[config.mk]
export PLATFORM = sky130hd
export DESIGN_NAME = acu_adc_control
export DESIGN_NICKNAME = d
export VERILOG_FILES = /design/src/hdl/acu_pkg.sv /design/src/hdl/acu_adc_control.sv /design/src/hdl/acu_prescaler.sv
export SDC_FILE = /design/constraint.sdc
export NUM_CORES = 1
export LEC_CHECK = 0
export BUFFER_PORTS_ARGS = -buffer_cell sky130_fd_sc_hd__buf_2
export CAP_MARGIN = 10
export CORE_AREA = 2 2 134 136
export DETAILED_ROUTE_END_ITERATION = 6
export DIE_AREA = 0 0 136 138
export PLACE_DENSITY = 0.52
export SYNTH_ARGS = -nofsm -noshare
export SYNTH_HDL_FRONTEND = slang
export SYNTH_HIERARCHICAL = 1
export SYNTH_SLANG_ARGS = --single-unit
[constraint.sdc]
create_clock -name i_clk_sys -period 2.06 [get_ports i_clk_sys]
set_input_delay 0.206 -clock i_clk_sys [delete_from_list [all_inputs] [get_ports i_clk_sys]]
set_output_delay 0.206 -clock i_clk_sys [all_outputs]
set_load 0.05 [all_outputs]
[src/hdl/acu_pkg.sv]
package acu_pkg;
  // Register addresses on the internal register bus
  localparam logic [3:0] ACU_ADDR_PIN_SEL = 4'h8;
  localparam logic [3:0] ACU_ADDR_CONTROL = 4'h9;
  localparam logic [3:0] ACU_ADDR_OFFSET = 4'hA;
  localparam logic [3:0] ACU_ADDR_RES_HI = 4'hB;
  localparam logic [3:0] ACU_ADDR_RES_LO = 4'hC;
  localparam logic [3:0] ACU_ADDR_STATUS = 4'hD;
  localparam logic [3:0] ACU_ADDR_ENABLES = 4'hE;
  // Control register fields
  localparam int ACU_CTL_REF_SEL = 7;
  localparam int ACU_CTL_RATE_HI = 6;
  localparam int ACU_CTL_RATE_LO = 5;
  localparam int ACU_CTL_RUN = 4;
  localparam int ACU_CTL_POWER = 3;
  localparam int ACU_CTL_CH_HI = 2;
  // Offset register fields
  localparam int ACU_OFS_CAL_EN = 7;
  localparam int ACU_OFS_SIGN = 6;
  localparam int ACU_OFS_MAG_HI = 5;
  localparam int ACU_OFS_MAG_LO = 3;
  localparam logic [7:0] ACU_PIN_SEL_MASK = 8'h7F;
  localparam logic [7:0] ACU_OFS_MASK = 8'hF8;
  localparam logic [7:0] ACU_RESET_VAL = 8'h00;
  // Enables register bits
  localparam int ACU_EN_IRQ = 0;
  localparam int ACU_EN_WAKE = 1;
  // Prescale ratios
  localparam logic [6:0] ACU_DIV_16 = 7'h10;
  localparam logic [6:0] ACU_DIV_4 = 7'h04;
  localparam logic [6:0] ACU_DIV_64 = 7'h40;
  localparam logic [6:0] ACU_DIV_8 = 7'h08;
  localparam logic [2:0] ACU_CH_NONE = 3'h7;
  localparam int ACU_RES_BITS = 10;
  localparam int ACU_CLKS_PER_BIT = 1;
  localparam logic [11:0] ACU_CONV_VECTOR = 12'h00C;
  typedef enum logic [1:0] {ACU_IDLE, ACU_SAMPLE, ACU_BITS, ACU_DONE} acu_state_e;
endpackage

[src/hdl/acu_adc_control.sv]
`timescale 1ns/10ps
module acu_adc_control
  import acu_pkg::*;
#(
  parameter int CLKS_PER_BIT = ACU_CLKS_PER_BIT
) (
  input wire logic i_clk_sys,
  input wire logic i_rst,
  input wire logic [3:0] i_addr,
  input wire logic [7:0] i_wdata,
  input wire logic i_wr,
  input wire logic i_rd,
  output logic [7:0] o_rdata,
  input wire logic i_cmp_gt,
  input wire logic i_timer_clk_en,
  input wire logic i_comparator_out_en,
  input wire logic i_sleep,
  output logic [9:0] o_dac_code,
  output logic o_sample,
  output logic [6:0] o_pin_analog,
  output logic [2:0] o_mux_sel,
  output logic o_mux_valid,
  output logic o_ref_from_pin,
  output logic o_ref_power,
  output logic [1:0] o_pin5_func,
  output logic [1:0] o_pin4_func,
  output logic o_irq,
  output logic [11:0] o_irq_vector,
  output logic o_wake
);
  acu_state_e state_reg, state_next;
  logic [7:0] pin_sel_reg, pin_sel_next;
  logic [7:0] ctl_reg, ctl_next;
  logic [7:0] ofs_reg, ofs_next;
  logic [9:0] res_reg, res_next;
  logic [9:0] sar_reg, sar_next;
  logic [3:0] bit_reg, bit_next;
  logic [7:0] div_reg, div_next;
  logic done_reg, done_next;
  logic irq_en_reg, irq_en_next;
  logic wake_en_reg, wake_en_next;
  logic [7:0] rdata_reg, rdata_next;
  logic cmp_s1_reg, cmp_s2_reg;
  logic tick;
  logic running;
  logic finish;
  logic [10:0] corrected;
  logic [10:0] mag_ext;

  assign running = (state_reg != ACU_IDLE);

  acu_prescaler u_prescaler (
    .i_clk_sys(i_clk_sys),
    .i_rst(i_rst),
    .i_run(running),
    .i_rate(ctl_reg[ACU_CTL_RATE_HI:ACU_CTL_RATE_LO]),
    .o_tick(tick)
  );

  // Comparator comes from the analog core, outside the clock domain
  always_ff @(posedge i_clk_sys or posedge i_rst) begin
    if (i_rst) begin
      cmp_s1_reg <= 1'b0;
      cmp_s2_reg <= 1'b0;
    end else begin
      cmp_s1_reg <= i_cmp_gt;
      cmp_s2_reg <= cmp_s1_reg;
    end
  end

  // Offset correction with clamping to the ten-bit range
  always_comb begin
    mag_ext = {8'h00, ofs_reg[ACU_OFS_MAG_HI:ACU_OFS_MAG_LO]};
    corrected = {1'b0, sar_reg};
    if (ofs_reg[ACU_OFS_CAL_EN]) begin
      if (ofs_reg[ACU_OFS_SIGN]) begin
        corrected = {1'b0, sar_reg} + mag_ext;
        if (corrected[10]) begin
          corrected = 11'h3FF;
        end
      end else begin
        if ({1'b0, sar_reg} < mag_ext) begin
          corrected = 11'h000;
        end else begin
          corrected = {1'b0, sar_reg} - mag_ext;
        end
      end
    end
  end

  assign finish = (state_reg == ACU_DONE);

  // Register file: bus writes first, then the completion event
  always_comb begin
    pin_sel_next = pin_sel_reg;
    ctl_next = ctl_reg;
    ofs_next = ofs_reg;
    res_next = res_reg;
    done_next = done_reg;
    irq_en_next = irq_en_reg;
    wake_en_next = wake_en_reg;

    if (i_wr) begin
      if (i_addr == ACU_ADDR_PIN_SEL) begin
        pin_sel_next = i_wdata & ACU_PIN_SEL_MASK;
      end else if (i_addr == ACU_ADDR_CONTROL) begin
        ctl_next[7:5] = i_wdata[7:5];
        ctl_next[ACU_CTL_POWER] = i_wdata[ACU_CTL_POWER];
        if (i_wdata[ACU_CTL_RUN]) begin
          ctl_next[ACU_CTL_RUN] = 1'b1;
        end
        if (!done_reg && !ctl_reg[ACU_CTL_RUN]) begin
          ctl_next[ACU_CTL_CH_HI:0] = i_wdata[ACU_CTL_CH_HI:0];
        end
      end else if (i_addr == ACU_ADDR_OFFSET) begin
        ofs_next = i_wdata & ACU_OFS_MASK;
      end else if (i_addr == ACU_ADDR_STATUS) begin
        if (!i_wdata[0]) begin
          done_next = 1'b0;
        end
      end else if (i_addr == ACU_ADDR_ENABLES) begin
        irq_en_next = i_wdata[ACU_EN_IRQ];
        wake_en_next = i_wdata[ACU_EN_WAKE];
      end
    end

    // The done flag wins over a clear in the same cycle; a start written
    // in that cycle wins over the hardware clear of the run bit
    if (finish) begin
      res_next = corrected[9:0];
      done_next = 1'b1;
      if (!(i_wr && i_addr == ACU_ADDR_CONTROL && i_wdata[ACU_CTL_RUN])) begin
        ctl_next[ACU_CTL_RUN] = 1'b0;
      end
    end
  end

  always_ff @(posedge i_clk_sys or posedge i_rst) begin
    if (i_rst) begin
      pin_sel_reg <= ACU_RESET_VAL;
      ctl_reg <= ACU_RESET_VAL;
      ofs_reg <= ACU_RESET_VAL;
      res_reg <= 10'h000;
      done_reg <= 1'b0;
      irq_en_reg <= 1'b0;
      wake_en_reg <= 1'b0;
    end else begin
      pin_sel_reg <= pin_sel_next;
      ctl_reg <= ctl_next;
      ofs_reg <= ofs_next;
      res_reg <= res_next;
      done_reg <= done_next;
      irq_en_reg <= irq_en_next;
      wake_en_reg <= wake_en_next;
    end
  end

  // Read data stands only in the cycle after the strobe, zero otherwise
  always_comb begin
    rdata_next = 8'h00;
    if (i_rd) begin
      if (i_addr == ACU_ADDR_PIN_SEL) begin
        rdata_next = pin_sel_reg;
      end else if (i_addr == ACU_ADDR_CONTROL) begin
        rdata_next = ctl_reg;
      end else if (i_addr == ACU_ADDR_OFFSET) begin
        rdata_next = ofs_reg;
      end else if (i_addr == ACU_ADDR_RES_HI) begin
        rdata_next = res_reg[9:2];
      end else if (i_addr == ACU_ADDR_RES_LO) begin
        rdata_next = {6'h00, res_reg[1:0]};
      end else if (i_addr == ACU_ADDR_STATUS) begin
        rdata_next = {7'h00, done_reg};
      end else if (i_addr == ACU_ADDR_ENABLES) begin
        rdata_next = {6'h00, wake_en_reg, irq_en_reg};
      end
    end
  end

  always_ff @(posedge i_clk_sys or posedge i_rst) begin
    if (i_rst) begin
      rdata_reg <= 8'h00;
    end else begin
      rdata_reg <= rdata_next;
    end
  end

  // Sequencer keeps running whatever the sleep input says
  always_comb begin
    state_next = state_reg;
    sar_next = sar_reg;
    bit_next = bit_reg;
    div_next = div_reg;
    case (state_reg)
      ACU_IDLE: begin
        if (ctl_reg[ACU_CTL_RUN] && ctl_reg[ACU_CTL_POWER]) begin
          state_next = ACU_SAMPLE;
          sar_next = 10'h000;
          bit_next = 4'(ACU_RES_BITS - 1);
          div_next = 8'h00;
        end
      end
      ACU_SAMPLE: begin
        if (tick) begin
          state_next = ACU_BITS;
          sar_next = 10'h200;
        end
      end
      ACU_BITS: begin
        // Ticks are at least four clocks apart, so the synchronised comparator has settled
        if (tick) begin
          if (div_reg == 8'(CLKS_PER_BIT - 1)) begin
            div_next = 8'h00;
            if (!cmp_s2_reg) begin
              sar_next[bit_reg] = 1'b0;
            end
            if (bit_reg == 4'h0) begin
              state_next = ACU_DONE;
            end else begin
              sar_next[bit_reg - 4'h1] = 1'b1;
              bit_next = bit_reg - 4'h1;
            end
          end else begin
            div_next = div_reg + 8'h01;
          end
        end
      end
      default: begin
        state_next = ACU_IDLE;
      end
    endcase
    // Power off abandons a conversion; the run bit stays set
    if (!ctl_reg[ACU_CTL_POWER] && !finish) begin
      state_next = ACU_IDLE;
    end
  end

  always_ff @(posedge i_clk_sys or posedge i_rst) begin
    if (i_rst) begin
      state_reg <= ACU_IDLE;
      sar_reg <= 10'h000;
      bit_reg <= 4'h0;
      div_reg <= 8'h00;
    end else begin
      state_reg <= state_next;
      sar_reg <= sar_next;
      bit_reg <= bit_next;
      div_reg <= div_next;
    end
  end

  // Pin function codes: 0 port, 1 analog or reference, 2 comparator, 3 timer
  always_comb begin
    if (i_timer_clk_en) begin
      o_pin5_func = 2'h3;
    end else if (i_comparator_out_en) begin
      o_pin5_func = 2'h2;
    end else if (pin_sel_reg[5]) begin
      o_pin5_func = 2'h1;
    end else begin
      o_pin5_func = 2'h0;
    end
    if (ctl_reg[ACU_CTL_REF_SEL]) begin
      o_pin4_func = 2'h1;
    end else if (i_timer_clk_en) begin
      o_pin4_func = 2'h3;
    end else begin
      o_pin4_func = 2'h0;
    end
  end

  assign o_rdata = rdata_reg;
  assign o_dac_code = sar_reg;
  assign o_sample = (state_reg == ACU_SAMPLE);
  assign o_pin_analog = pin_sel_reg[6:0];
  assign o_mux_sel = ctl_reg[ACU_CTL_CH_HI:0];
  assign o_mux_valid = (ctl_reg[ACU_CTL_CH_HI:0] != ACU_CH_NONE);
  assign o_ref_from_pin = ctl_reg[ACU_CTL_REF_SEL];
  assign o_ref_power = ctl_reg[ACU_CTL_POWER];
  assign o_irq = done_reg & irq_en_reg;
  assign o_irq_vector = ACU_CONV_VECTOR;
  assign o_wake = done_reg & wake_en_reg & i_sleep;
endmodule

[src/hdl/acu_prescaler.sv]
`timescale 1ns/10ps
module acu_prescaler
  import acu_pkg::*;
(
  input wire logic i_clk_sys,
  input wire logic i_rst,
  input wire logic i_run,
  input wire logic [1:0] i_rate,
  output logic o_tick
);
  logic [6:0] cnt_reg;
  logic [6:0] cnt_next;
  logic [6:0] ratio;
  logic tick_reg;
  logic tick_next;

  always_comb begin
    case (i_rate)
      2'b00: ratio = ACU_DIV_16;
      2'b01: ratio = ACU_DIV_4;
      2'b10: ratio = ACU_DIV_64;
      default: ratio = ACU_DIV_8;
    endcase
    cnt_next = cnt_reg;
    tick_next = 1'b0;
    if (!i_run) begin
      cnt_next = 7'h00;
    end else if (cnt_reg >= ratio - 7'h01) begin
      cnt_next = 7'h00;
      tick_next = 1'b1;
    end else begin
      cnt_next = cnt_reg + 7'h01;
    end
  end

  always_ff @(posedge i_clk_sys or posedge i_rst) begin
    if (i_rst) begin
      cnt_reg <= 7'h00;
      tick_reg <= 1'b0;
    end else begin
      cnt_reg <= cnt_next;
      tick_reg <= tick_next;
    end
  end

  assign o_tick = tick_reg;
endmodule

==> run metrics <==
Unique masters post-synth 73; site row count 49; Worst Hold Class input pin to register; RSZ-0062 raised after global routing true; Die ar. 18800 sq um; max-slew violations 0; main combinational cell family by area after synthesis simple AND/OR/NAND/NOR gates; Clock Skew 0.0109 ns; Worst-Margin Slew 0.645 ns; starting density of the core 0.274; most common cell in the netlist dfrtp_1; Clock Latency Late Sink 0.35 ns; EDFF count, synth 0; hold path depth 2; Worst Setup End Kind register; die width 136 um; pin count of the biggest net entering global routing 28; nets 654; GPL Wtd Cong 0.941; compound-cell area share of the yosys netlist 0.183; Worst slew margin 0.570; critical path cell sequence ha_1 -> nor3b_2 -> or3_1 -> a31oi_1 -> a311o_1 -> a31oi_1; sequential-to-total area share from yosys stat 0.391; synth cell count leaders dfrtp_1, o21ai_0, nand2_1, nor2_1, inv_1; mean area per synthesized cell 9.31 sq um; Pleak 2.75 nW; Post-Syn Instances 516; first-pass GRT wire length 21100 um; Die Y 138 um; Adder-Cell Fraction of Synth Area 0.0734; CP dominant cell by count a31oi_1; worst reg2reg path depth 6; mean number of vias per cell 5.01; Post-Route WL 13300 um; CTS root buffer clkbuf_16; slowest stage cell, crit path dfrtp_2; cell area after synthesis 4800 sq um; pwr dens 909 nW/um^2; post-DP HPWL 9980 um; Async SR Flop Fraction 1.00; predominant post-synthesis flop cell dfrtp_1; DR vias 4212; Synth Warn # 6; CP Launch Type register; Final Hold Viols 0; CP required 2.34 ns; CP arrival 2.28 ns; CTS Buffer Depth 2; routed len/inst 15.8 um; post-synthesis register bit count 75; H-tree depth 3; Final Cycle Share 0.970; final core occ 0.345; grt ovf 0; CTS tree done; mux share of post-synthesis cell area 0.0734; fin crit period 2.00 ns; max cap viols 0; Ant. Diodes 0; Worst IR Drop VDD 459 uV; WP buf/inv 0; top cell type's share of synthesized area 0.391; Yosys top cell by area dfrtp_1; vias in the first global route 4115; share of cells above drive strength 1 0.307; drc violations 0; CP peak stage delay 0.46 ns; WS Path Type register to register; Global Route Usage Sum 0.144; initial DRC count 259; top cells by area, synth dfrtp_1, o21ai_0, ha_1; Crit path depth 6; I/O Buffers 57; CTS clock-pin slew for the worst setup and hold paths 0.07 ns; DR pass1 iterations 4; initial antenna violation count 0; Max Clk Rate 0.500 GHz; critical path fanouts, max 5; Layout area overhead 25.8%; Post-Synth XOR/XNOR Area 0.0201; I/O Pins 70; Clock Sink Count 75; status complete, no violations; core box area 17500 sq um; setup TNS 0 ns; Antenna Nets Post-Route 0; Final setup viols 0; total CTS buffers 9; crit-path leading delay family compound AO/OA/AOI/OAI gates; Hold WS 0.0998 ns; Post-Synth Simple-Gate Area 0.188
## report_power, final
part	total [mW]	switching (mW)	leakage, nW	internal, mW
Clock	1.64	0.686	0.152	0.959
Combinational	1.98	1.20	1.61	0.779
Sequential	1.86	0.216	0.983	1.65
## logic make-up (layout without fill, tap and decap cells)
group / count (synthesis) / after routing
xor gates and xnor gates: 11 / 11
adders and majority gates: 27 / 27
buffers and inverters: 67 / 153
AOI/OAI and AO/OA: 136 / 136
and+or+nand+nor: 168 / 168
DFF: 75 / 75
other: 3 / 13
muxes: 29 / 29
## metal layers
metal	track usage	vias to the layer above	wire, um	share of wire
met5	0	-	0	0
met4	0.0641	0	383	0.029
met3	0.0414	26	692	0.052
met2	0.230	116	6480	0.49
met1	0.180	2058	5720	0.43
li1	-	2012	-	-
## cell usage in the layout, fill, tap and decap left out, drive strengths merged, types with 5 or more instances in the layout
cell	instances
a31oi	12
nor2	34
mux2i	6
dfrtp	75
buf	105
xor2	7
or2	6
a21oi	13
o21ai	64
clkbuf	9
nand2b	9
a311oi	5
and3	8
conb	13
nor2b	10
nand2	32
nor4	7
nand3	22
nor3	15
mux2	20
nor3b	6
inv	32
or3	8
ha	25
## worst reg2reg max path: cells and delay by family, from the launching register on
kind	cells	cell delay, ns
AO/OA/AOI/OAI	3	0.59
adder cells (fa/ha/maj)	1	0.34
AND/OR/NAND/NOR	2	0.54
flip-flops	1	0.46
## metrics by stage
stage / std cells / power [mW] / instance area, sq um / setup WS, ns
after floorplan: 526 / 3.16 / 4910 / 0.00881
after global placement: 818 / 3.71 / 5590 / 0.0143
after detailed placement: 818 / 3.74 / 5590 / 0.0189
after CTS: 836 / 5.42 / 5920 / 0.00255
after global routing: 841 / 5.83 / 6040 / -0.0101
final: 841 / 5.49 / 6040 / 0.0613
## worst paths after layout
| kind | startpoint | endpoint | slack, ns |
|---|---|---|---|
| max | o_dac_code[1]$_DFFE_PP0P_ | res_reg[5]$_DFFE_PP0P_ | 0.06 |
| max in group asynchronous | i_rst | o_dac_code[1]$_DFFE_PP0P_ | 0.97 |
| max reg2reg | o_dac_code[1]$_DFFE_PP0P_ | res_reg[5]$_DFFE_PP0P_ | 0.06 |
| min | i_wdata[2] | pin_sel_reg[2]$_DFFE_PP0P_ | 0.1 |
| min reg2reg | cmp_s1_reg$_DFF_PP0_ | cmp_s2_reg$_DFF_PP0_ | 0.35 |
| min in group asynchronous | i_rst | u_prescaler/cnt_reg[6]$_DFF_PP0_ | 0.35 |
## final cells by class
cell class,instances,area [sq um]
Clock inverter,7,85.1
Fill cell,1811,11500
Timing Repair Buffer,107,669
Sequential cell,75,1880
Tap cell,229,287
Multi-Input combinational cell,384,2780
Inverter,30,113
Clock buffer,9,225
## repair_timing
action                     in CTS  in global routing
setup buffers                   0                  5
setup endpoints to repair       0                 26
gates resized for setup         0                 20
hold endpoints to repair       23                  0
hold buffers                    2                  0
Note: power is estimated with default switching activity, not from simulation.
